$ cat src/timer_pkg.sv
// constants for the asynchronous timer with one compare channel
// assumes a single core clock; register map is 32-bit words on axi4-lite
package timer_pkg;
  localparam int          ADDR_W        = 5;
  localparam int          DATA_W        = 32;
  // register byte offsets
  localparam logic [4:0]  OFS_CONTROL   = 5'h00;
  localparam logic [4:0]  OFS_COUNTER   = 5'h04;
  localparam logic [4:0]  OFS_COMPARE   = 5'h08;
  localparam logic [4:0]  OFS_ASYNC     = 5'h0C;
  localparam logic [4:0]  OFS_FLAGS     = 5'h10;
  localparam logic [4:0]  OFS_MASK      = 5'h14;
  localparam logic [4:0]  OFS_GLOBAL    = 5'h18;
  // control fields
  localparam int          CTL_MODE_LSB  = 0;
  localparam int          CTL_COM_LSB   = 2;
  localparam int          CTL_CS_LSB    = 4;
  localparam int          CTL_FORCE     = 7;
  localparam logic [7:0]  CTL_STORE_MSK = 8'h7F;
  // async status fields
  localparam int          AS_SEL_BIT    = 3;
  localparam int          PEND_COUNTER  = 2;
  localparam int          PEND_COMPARE  = 1;
  localparam int          PEND_CONTROL  = 0;
  // flag and mask fields
  localparam int          FLAG_COMPARE  = 1;
  localparam int          FLAG_OVERFLOW = 0;
  localparam int          GIE_BIT       = 0;
  // reset values
  localparam logic [7:0]  RST_BYTE      = 8'h00;
  // counter limits
  localparam logic [7:0]  CNT_MAX       = 8'hFF;
  localparam logic [7:0]  CNT_BOTTOM    = 8'h00;
  localparam logic [7:0]  CNT_ONE       = 8'h01;
  // waveform modes
  localparam logic [1:0]  MODE_NORMAL   = 2'h0;
  localparam logic [1:0]  MODE_PHASE    = 2'h1;
  localparam logic [1:0]  MODE_CTC      = 2'h2;
  localparam logic [1:0]  MODE_FAST     = 2'h3;
  // compare output actions
  localparam logic [1:0]  COM_OFF       = 2'h0;
  localparam logic [1:0]  COM_TOGGLE    = 2'h1;
  localparam logic [1:0]  COM_CLEAR     = 2'h2;
  localparam logic [1:0]  COM_SET       = 2'h3;
  // clock select codes and prescaler
  localparam logic [2:0]  CS_STOP       = 3'h0;
  localparam logic [2:0]  CS_DIV1       = 3'h1;
  localparam logic [2:0]  CS_DIV8       = 3'h2;
  localparam logic [2:0]  CS_DIV32      = 3'h3;
  localparam logic [2:0]  CS_DIV64      = 3'h4;
  localparam logic [2:0]  CS_DIV128     = 3'h5;
  localparam logic [2:0]  CS_DIV256     = 3'h6;
  localparam int          PRE_W         = 10;
  localparam logic [9:0]  PRE_M8        = 10'h007;
  localparam logic [9:0]  PRE_M32       = 10'h01F;
  localparam logic [9:0]  PRE_M64       = 10'h03F;
  localparam logic [9:0]  PRE_M128      = 10'h07F;
  localparam logic [9:0]  PRE_M256      = 10'h0FF;
  localparam logic [9:0]  PRE_M1024     = 10'h3FF;
  localparam logic [9:0]  PRE_ZERO      = 10'h000;
  // axi responses
  localparam logic [1:0]  RESP_OKAY     = 2'h0;
  localparam logic [1:0]  RESP_SLVERR   = 2'h2;
endpackage

$ cat src/async_timer_compare_unit.sv
// 8-bit timer with one compare channel, register access over axi4-lite
// assumes one core clock and an external crystal pin for async timing
// Contract
// - compare value is double buffered in pwm modes, direct otherwise.
// - the buffered compare value moves to the active one only at top.
// - cpu writes reach the buffer in pwm modes, the active value otherwise.
// - force compare in non-pwm modes drives the pin, without flag or reload.
// - a counter write suppresses any compare match on the next timer tick.
// - async select chooses core clock at zero, crystal pin at one.
// - an async counter write sets its pending flag until loaded.
// - an async compare write sets its pending flag until loaded.
// - an async control write sets its pending flag until loaded.
// - counter reads are live; compare and control read their temp copy.
// - compare interrupt needs its enable, global enable and its flag.
// - overflow interrupt needs its enable, global enable and its flag.
//
// The placing of the registers and the AXI4-Lite slave port were chosen for this implementation.
`timescale 1ns/100ps
module async_timer_compare_unit
  import timer_pkg::*;
(
  input  wire logic              core_clk,
  input  wire logic              rst,
  input  wire logic [ADDR_W-1:0] s_axi_awaddr,
  input  wire logic              s_axi_awvalid,
  output logic                   s_axi_awready,
  input  wire logic [DATA_W-1:0] s_axi_wdata,
  input  wire logic [3:0]        s_axi_wstrb,
  input  wire logic              s_axi_wvalid,
  output logic                   s_axi_wready,
  output logic [1:0]             s_axi_bresp,
  output logic                   s_axi_bvalid,
  input  wire logic              s_axi_bready,
  input  wire logic [ADDR_W-1:0] s_axi_araddr,
  input  wire logic              s_axi_arvalid,
  output logic                   s_axi_arready,
  output logic [DATA_W-1:0]      s_axi_rdata,
  output logic [1:0]             s_axi_rresp,
  output logic                   s_axi_rvalid,
  input  wire logic              s_axi_rready,
  input  wire logic              timer_osc_input,
  output logic                   compare_output_pin,
  output logic                   compare_output_en,
  output logic                   irq
);
  typedef struct packed {
    logic              aw_got;
    logic [ADDR_W-1:0] aw_addr;
    logic              w_got;
    logic [7:0]        w_data;
    logic              w_lane0;
    logic              bvalid;
    logic [1:0]        bresp;
    logic              rvalid;
    logic [7:0]        rdata;
    logic [1:0]        rresp;
    logic [7:0]        timer_control_a;
    logic [7:0]        control_temp;
    logic [7:0]        counter_value;
    logic [7:0]        counter_temp;
    logic              count_down;
    logic [7:0]        compare_active;
    logic [7:0]        compare_buf;
    logic [7:0]        compare_temp;
    logic              async_clock_select;
    logic [2:0]        update_pending;
    logic              force_pending;
    logic              match_block;
    logic [1:0]        timer_flag_register;
    logic [1:0]        timer_irq_mask;
    logic              global_irq_enable;
    logic              pin;
  } unit_state_t;

  unit_state_t s;
  unit_state_t next_s;
  logic        tick;
  logic        wr_fire;
  logic        loaded;
  logic        match;
  logic        at_top;
  logic [1:0]  flag_set;
  logic [1:0]  flag_clr;
  logic [1:0]  com;
  logic [1:0]  mode;
  logic [7:0]  wd;

  function automatic logic is_pwm(input logic [1:0] m);
    is_pwm = (m == MODE_PHASE) || (m == MODE_FAST);
  endfunction

  function automatic logic act(input logic p, input logic [1:0] c);
    if (c == COM_TOGGLE) begin
      act = ~p;
    end else if (c == COM_CLEAR) begin
      act = 1'b0;
    end else if (c == COM_SET) begin
      act = 1'b1;
    end else begin
      act = p;
    end
  endfunction

  timer_tick_source u_tick (
    .core_clk           (core_clk),
    .rst                (rst),
    .timer_osc_input    (timer_osc_input),
    .async_clock_select (s.async_clock_select),
    .clock_select       (s.timer_control_a[CTL_CS_LSB +: 3]),
    .tick               (tick)
  );

  assign s_axi_awready      = ~s.aw_got & ~s.bvalid;
  assign s_axi_wready       = ~s.w_got & ~s.bvalid;
  assign s_axi_bvalid       = s.bvalid;
  assign s_axi_bresp        = s.bresp;
  assign s_axi_arready      = ~s.rvalid;
  assign s_axi_rvalid       = s.rvalid;
  assign s_axi_rresp        = s.rresp;
  assign s_axi_rdata        = {24'h000000, s.rdata};
  assign compare_output_pin = s.pin;
  assign compare_output_en  = s.timer_control_a[CTL_COM_LSB +: 2] != COM_OFF;
  assign irq = s.global_irq_enable &
               (|(s.timer_flag_register & s.timer_irq_mask));

  always_comb begin
    next_s   = s;
    flag_set = 2'h0;
    flag_clr = 2'h0;
    loaded   = 1'b0;
    match    = 1'b0;
    at_top   = 1'b0;
    wr_fire  = 1'b0;
    wd       = s.w_data;
    mode     = s.timer_control_a[CTL_MODE_LSB +: 2];
    com      = s.timer_control_a[CTL_COM_LSB +: 2];

    // timer tick: async loads first; no count on a tick that loads the counter
    if (tick) begin
      if (s.update_pending[PEND_COUNTER]) begin
        next_s.counter_value                 = s.counter_temp;
        next_s.update_pending[PEND_COUNTER] = 1'b0;
        next_s.match_block                   = 1'b1;
        loaded                               = 1'b1;
      end
      if (s.update_pending[PEND_COMPARE]) begin
        next_s.update_pending[PEND_COMPARE] = 1'b0;
        if (is_pwm(mode)) begin
          next_s.compare_buf = s.compare_temp;
        end else begin
          next_s.compare_active = s.compare_temp;
          next_s.compare_buf    = s.compare_temp;
        end
      end
      if (s.update_pending[PEND_CONTROL]) begin
        next_s.timer_control_a               = s.control_temp;
        next_s.update_pending[PEND_CONTROL] = 1'b0;
        next_s.force_pending                 = 1'b0;
        if (s.force_pending) begin
          next_s.pin = act(s.pin, s.control_temp[CTL_COM_LSB +: 2]);
        end
      end
      if (!loaded) begin
        match              = (s.counter_value == s.compare_active) &&
                             !s.match_block;
        next_s.match_block = 1'b0;
        at_top             = s.counter_value == CNT_MAX;
        if (match) begin
          flag_set[FLAG_COMPARE] = 1'b1;
        end
        if (mode == MODE_PHASE) begin
          if (!s.count_down) begin
            if (at_top) begin
              next_s.count_down    = 1'b1;
              next_s.counter_value = CNT_MAX - CNT_ONE;
            end else begin
              next_s.counter_value = s.counter_value + CNT_ONE;
            end
          end else if (s.counter_value == CNT_BOTTOM) begin
            next_s.count_down       = 1'b0;
            next_s.counter_value    = CNT_ONE;
            flag_set[FLAG_OVERFLOW] = 1'b1;
          end else begin
            next_s.counter_value = s.counter_value - CNT_ONE;
          end
          if (match) begin
            next_s.pin = (com == COM_CLEAR) ? s.count_down :
                         (com == COM_SET) ? ~s.count_down : s.pin;
          end
        end else begin
          if (mode == MODE_CTC && match) begin
            next_s.counter_value = CNT_BOTTOM;
          end else begin
            next_s.counter_value = s.counter_value + CNT_ONE;
          end
          next_s.count_down = 1'b0;
          if (at_top) begin
            flag_set[FLAG_OVERFLOW] = 1'b1;
          end
          if (mode == MODE_FAST) begin
            if (match && com != COM_TOGGLE) begin
              next_s.pin = act(s.pin, com);
            end else if (at_top && com == COM_CLEAR) begin
              next_s.pin = 1'b1;
            end else if (at_top && com == COM_SET) begin
              next_s.pin = 1'b0;
            end
          end else if (match) begin
            next_s.pin = act(s.pin, com);
          end
        end
        if (is_pwm(mode) && at_top) begin
          next_s.compare_active = s.compare_buf;
        end
      end
    end

    // bus write channel
    if (s_axi_awvalid && s_axi_awready) begin
      next_s.aw_got  = 1'b1;
      next_s.aw_addr = s_axi_awaddr;
    end
    if (s_axi_wvalid && s_axi_wready) begin
      next_s.w_got   = 1'b1;
      next_s.w_data  = s_axi_wdata[7:0];
      next_s.w_lane0 = s_axi_wstrb[0];
    end
    if (s.bvalid && s_axi_bready) begin
      next_s.bvalid = 1'b0;
    end
    if (s.aw_got && s.w_got && !s.bvalid) begin
      next_s.aw_got = 1'b0;
      next_s.w_got  = 1'b0;
      next_s.bvalid = 1'b1;
      next_s.bresp  = RESP_OKAY;
      wr_fire       = s.w_lane0;
      if (s.aw_addr == OFS_CONTROL) begin
        next_s.control_temp = wd & CTL_STORE_MSK;
        if (wr_fire && s.async_clock_select) begin
          next_s.update_pending[PEND_CONTROL] = 1'b1;
          next_s.force_pending = wd[CTL_FORCE] &&
                                 !is_pwm(wd[CTL_MODE_LSB +: 2]);
        end else if (wr_fire) begin
          next_s.timer_control_a = wd & CTL_STORE_MSK;
          if (wd[CTL_FORCE] && !is_pwm(wd[CTL_MODE_LSB +: 2])) begin
            next_s.pin = act(next_s.pin, wd[CTL_COM_LSB +: 2]);
          end
        end else begin
          next_s.control_temp = s.control_temp;
        end
      end else if (s.aw_addr == OFS_COUNTER) begin
        if (wr_fire && s.async_clock_select) begin
          next_s.counter_temp                  = wd;
          next_s.update_pending[PEND_COUNTER] = 1'b1;
        end else if (wr_fire) begin
          next_s.counter_value = wd;
          next_s.match_block   = 1'b1;
        end
      end else if (s.aw_addr == OFS_COMPARE) begin
        if (wr_fire) begin
          next_s.compare_temp = wd;
        end
        if (wr_fire && s.async_clock_select) begin
          next_s.update_pending[PEND_COMPARE] = 1'b1;
        end else if (wr_fire && is_pwm(mode)) begin
          next_s.compare_buf = wd;
        end else if (wr_fire) begin
          next_s.compare_active = wd;
          next_s.compare_buf    = wd;
        end
      end else if (s.aw_addr == OFS_ASYNC) begin
        if (wr_fire) begin
          next_s.async_clock_select = wd[AS_SEL_BIT];
          if (wd[AS_SEL_BIT] != s.async_clock_select) begin
            next_s.update_pending = 3'h0;
            next_s.force_pending  = 1'b0;
          end
        end
      end else if (s.aw_addr == OFS_FLAGS) begin
        if (wr_fire) begin
          flag_clr = wd[1:0];
        end
      end else if (s.aw_addr == OFS_MASK) begin
        if (wr_fire) begin
          next_s.timer_irq_mask = wd[1:0];
        end
      end else if (s.aw_addr == OFS_GLOBAL) begin
        if (wr_fire) begin
          next_s.global_irq_enable = wd[GIE_BIT];
        end
      end else begin
        next_s.bresp = RESP_SLVERR;
      end
    end
    // a new flag event wins over a clear
    next_s.timer_flag_register = (s.timer_flag_register & ~flag_clr) |
                                 flag_set;

    // bus read channel
    if (s.rvalid && s_axi_rready) begin
      next_s.rvalid = 1'b0;
    end
    if (s_axi_arvalid && !s.rvalid) begin
      next_s.rvalid = 1'b1;
      next_s.rresp  = RESP_OKAY;
      next_s.rdata  = RST_BYTE;
      if (s_axi_araddr == OFS_CONTROL) begin
        next_s.rdata = s.control_temp;
      end else if (s_axi_araddr == OFS_COUNTER) begin
        next_s.rdata = s.counter_value;
      end else if (s_axi_araddr == OFS_COMPARE) begin
        next_s.rdata = s.compare_temp;
      end else if (s_axi_araddr == OFS_ASYNC) begin
        next_s.rdata = {4'h0, s.async_clock_select, s.update_pending};
      end else if (s_axi_araddr == OFS_FLAGS) begin
        next_s.rdata = {6'h00, s.timer_flag_register};
      end else if (s_axi_araddr == OFS_MASK) begin
        next_s.rdata = {6'h00, s.timer_irq_mask};
      end else if (s_axi_araddr == OFS_GLOBAL) begin
        next_s.rdata = {7'h00, s.global_irq_enable};
      end else begin
        next_s.rresp = RESP_SLVERR;
      end
    end
  end

  always_ff @(posedge core_clk) begin
    if (rst) begin
      s <= '0;
    end else begin
      s <= next_s;
    end
  end
endmodule

$ cat src/timer_tick_source.sv
// timer clock source: one-cycle tick enable from core clock or crystal
// assumes timer_osc_input is an unsynchronised pin, far slower than core_clk
`timescale 1ns/100ps
module timer_tick_source
  import timer_pkg::*;
(
  input  wire logic       core_clk,
  input  wire logic       rst,
  input  wire logic       timer_osc_input,
  input  wire logic       async_clock_select,
  input  wire logic [2:0] clock_select,
  output logic            tick
);
  typedef struct packed {
    logic             osc_meta;
    logic             osc_sync;
    logic             osc_prev;
    logic [PRE_W-1:0] pre;
  } src_state_t;

  src_state_t s;
  src_state_t next_s;
  logic       base;

  function automatic logic [PRE_W-1:0] pre_mask(input logic [2:0] cs);
    if (cs == CS_DIV8) begin
      pre_mask = PRE_M8;
    end else if (cs == CS_DIV32) begin
      pre_mask = PRE_M32;
    end else if (cs == CS_DIV64) begin
      pre_mask = PRE_M64;
    end else if (cs == CS_DIV128) begin
      pre_mask = PRE_M128;
    end else if (cs == CS_DIV256) begin
      pre_mask = PRE_M256;
    end else begin
      pre_mask = PRE_M1024;
    end
  endfunction

  always_comb begin
    next_s          = s;
    next_s.osc_meta = timer_osc_input;
    next_s.osc_sync = s.osc_meta;
    next_s.osc_prev = s.osc_sync;
    base = async_clock_select ? (s.osc_sync & ~s.osc_prev) : 1'b1;
    if (base) begin
      next_s.pre = s.pre + 1'b1;
    end
    if (clock_select == CS_STOP) begin
      tick = 1'b0;
    end else if (clock_select == CS_DIV1) begin
      tick = base;
    end else begin
      tick = base && ((s.pre & pre_mask(clock_select)) ==
                      pre_mask(clock_select));
    end
  end

  always_ff @(posedge core_clk) begin
    if (rst) begin
      s <= '0;
    end else begin
      s <= next_s;
    end
  end
endmodule
$ cat config.mk
export PLATFORM = sky130hd
export DESIGN_NAME = async_timer_compare_unit
export DESIGN_NICKNAME = d
export VERILOG_FILES = /design/src/timer_pkg.sv /design/src/async_timer_compare_unit.sv /design/src/timer_tick_source.sv
export SDC_FILE = /design/constraint.sdc
export NUM_CORES = 1
export LEC_CHECK = 0
export BUFFER_PORTS_ARGS = -buffer_cell sky130_fd_sc_hd__buf_2
export CAP_MARGIN = 20
export CORE_ASPECT_RATIO = 0.7
export CORE_MARGIN = 5
export CORE_UTILIZATION = 50
export DETAILED_ROUTE_END_ITERATION = 8
export GPL_TIMING_DRIVEN = 0
export PLACE_DENSITY = 0.72
export SLEW_MARGIN = 10
export SYNTH_ARGS = -nofsm -noshare
export SYNTH_HDL_FRONTEND = slang
export SYNTH_SLANG_ARGS = --single-unit
$ cat constraint.sdc
create_clock -name core_clk -period 3.95 [get_ports core_clk]
set_input_delay 0.1975 -clock core_clk [delete_from_list [all_inputs] [get_ports core_clk]]
set_output_delay 0.1975 -clock core_clk [all_outputs]
set_load 0.03 [all_outputs]
==> results.ini <==
[floorplan]
core_sq_um=11700
initial_core_util_pct=51.2
num_io_pins=98
num_rows=33
dieArea_sq_um=14300
die_height_um=102
die_x_um=141

[global_routing]
grt_pass1_wl_um=27400
top_usage_layer=met1
grt_overflow=0
grt_use_met3_pct=6.84
grtUsageTotal_pct=24.5
grt_pass1_vias=5064
use_met1_pct=36.6
grt_max_degree=18
grt_use_met2_pct=35.3
antenna_found_initial=0

[logic_synthesis]
seq_area_frac_synth_pct=36.0
synth-simple-area-share_pct=20.6
ys_async_sr_fraction_pct=0
synthMuxAreaShare_pct=10.4
synthCells=706
synth-adder-area-share_pct=0.834
synth_area_per_cell_sq_um=8.50
ys_ff_latch=108
synth-compound-area-share_pct=18.4
ys_types=77
synth.area.top_cells=dfxtp_1 (36%), mux2i_1 (8.7%), nor2_1 (6.3%), buf_4 (5.0%), a21oi_1 (3.8%)
synth_xor_area_share_pct=3.94
synthFlopType=dfxtp_1
synth_top_family_by_area=simple AND/OR/NAND/NOR gates
yosysTopAreaCell=dfxtp_1
netlist_area_sq_um=6000
synth_edf_count=0
synth_warnings=0
synth.top_cell.area_share_pct=36.0

[timing]
period_minus_slack_ns=2.52
worstMarginPinSlew_ns=0.876
fin_crit_sh_pct=63.7
slew_violations=0
max_slew_margin_pct=41.1
timing.fmax_mhz=397
setup_tns_ns=0
rsz0062_at_grt=no
whs_ns=0.0323
setup_viol=0
hold_viol=0
clock_skew_ns=0.00859

[finish]
multiInputGateArea_sq_um=3350
nNetsFinal=843
finalInstanceArea_sq_um=6810
fill_cells=1084
drive_gt1_share_pct=18.0
fin_util_pct=58.1
regArea_sq_um=2160
syn_to_final_growth_pct=13.5
final_cell_mix=dfxtp_1 (108), nor2_1 (100), nand2_1 (60)
final_common_cell=dfxtp_1
antenna_cells=0

[setup_path]
cp-end-kind=flip-flop
path_class=flip-flop to flip-flop
start_kind=flip-flop
slowest_delay_ns=0.61
crit_arrival_ns=2.75
slowest_stage=nor3_1
cp_num_buf_inv=1
cp_max_fo=9
crit_path_cell_trace=buf_2 > xor2_1 > nor3_1 > nand4_1 > o2bb2ai_1 > a221oi_2 > mux2_1
critPathTopFamily=simple AND/OR/NAND/NOR gates
cp.required_ns=4.19

[routing]
wirelength_um=17200
wire_per_inst_um=18.2
avgViaCountPerCell=5.82
vias=5512
drt_iter0_drc=678
drc=0
ant_nets=0
dr.pass1.iters=7

[clock_tree]
cts_setup_buffers=0
clkLatencyLatePin_ns=0.35
numCtsBuffers=9
cts-resized-gates=0
tritoncts=yes
cts_num_sinks=108
clk_pin_slew_worst_paths_ns=0.08
cts-htree-levels=3
cts-root-buf=clkbuf_16
ctsLongestPathBuffers=2
cts_hold_buf=0

[worst_hold_path]
hold_path_class=input port to flip-flop

[power_and_ir_drop]
ir_worst_vdd_uv=260
leakagePower_uw=0.00293
power_uw=2260
p_per_area_nw_per_um2=332

[placement]
place_congestion=0.952
hpwl_um=12900
io_buffers=43
placed_area_sq_um=6510

[run]
drv_cap=0

[outcome]
status=completed

flip-flops by register name (all words and copies together), names as in the netlist:
signal and flops:
com 2, compare_output_pin 1, mode 2, s 70
s_axi_bresp 1, s_axi_bvalid 1, s_axi_rdata 8, s_axi_rresp 1
s_axi_rvalid 1, u_tick.next_s 2, u_tick.s 11, wd 8
worst register-to-register path: stages (launching register included):
cell	delay (ns)
dfxtp_1	0.32
buf_2	0.20
xor2_1	0.18
nor3_1	0.61
nand4_1	0.22
o2bb2ai_1	0.21
a221oi_2	0.32
mux2_1	0.35
layout make-up:
cell class                 instances  area share (%)
clock buffer                      11            3.56
buffer                            89            7.66
sequential                       108            31.7
inverter                          17           0.974
multi-input combinational        517            49.1
tap                              157            2.88
clock inverter                     5           0.882
timing repair buffer              43            3.16
stage by stage:
stage / instances / setup WS [ns]
after floorplan: 731 / 1.94
after global placement: 931 / 1.62
after detailed placement: 931 / 1.55
after CTS: 947 / 1.52
after global routing: 947 / 1.31
final: 947 / 1.43
power by group:
group / switching, uW / leakage (uW) / internal (uW)
Sequential: 16.9 / 0.000874 / 1110
Combinational: 147 / 0.00191 / 69.7
Clock: 410 / 0.000146 / 512
Total: 574 / 0.00293 / 1690
final timing paths:
kind | startpoint | to | slack (ns) | cells after the start
max | s[45] | compare_output_pin | 1.43 | 7
min | s_axi_rready | s_axi_rvalid | 0.03 | 2
max reg2reg | s[45] | compare_output_pin | 1.43 | 7
min reg2reg | u_tick.next_s[11] | u_tick.next_s[10] | 0.44 | 1
synth_stat cells (all sizes together) (10+ instances only):
master,count
xnor2,10
a22oi,13
dfxtp,108
buf,60
nor2,102
inv,17
xor2,17
a211oi,21
nand3,17
o21ai,15
clkbuf,29
nand2,60
mux2i,52
a21oi,45
metal layers:
metal,wire (um),share of wire (%)
met5,0,0
met4,208,1.2
met3,1830,11
met2,7110,41
met1,8060,47
kinds of logic (layout without fill, tap and decap cells):
logic type | after synthesis | count (layout)
buffers and inverters | 106 | 165
muxes | 58 | 58
DFF | 108 | 108
other | 1 | 26
xor gates and xnor gates | 27 | 27
and+or+nand+nor | 249 | 249
AOI/OAI and AO/OA | 153 | 153
adders and majority gates | 4 | 4
Note: power is estimated with default switching activity, not from simulation.
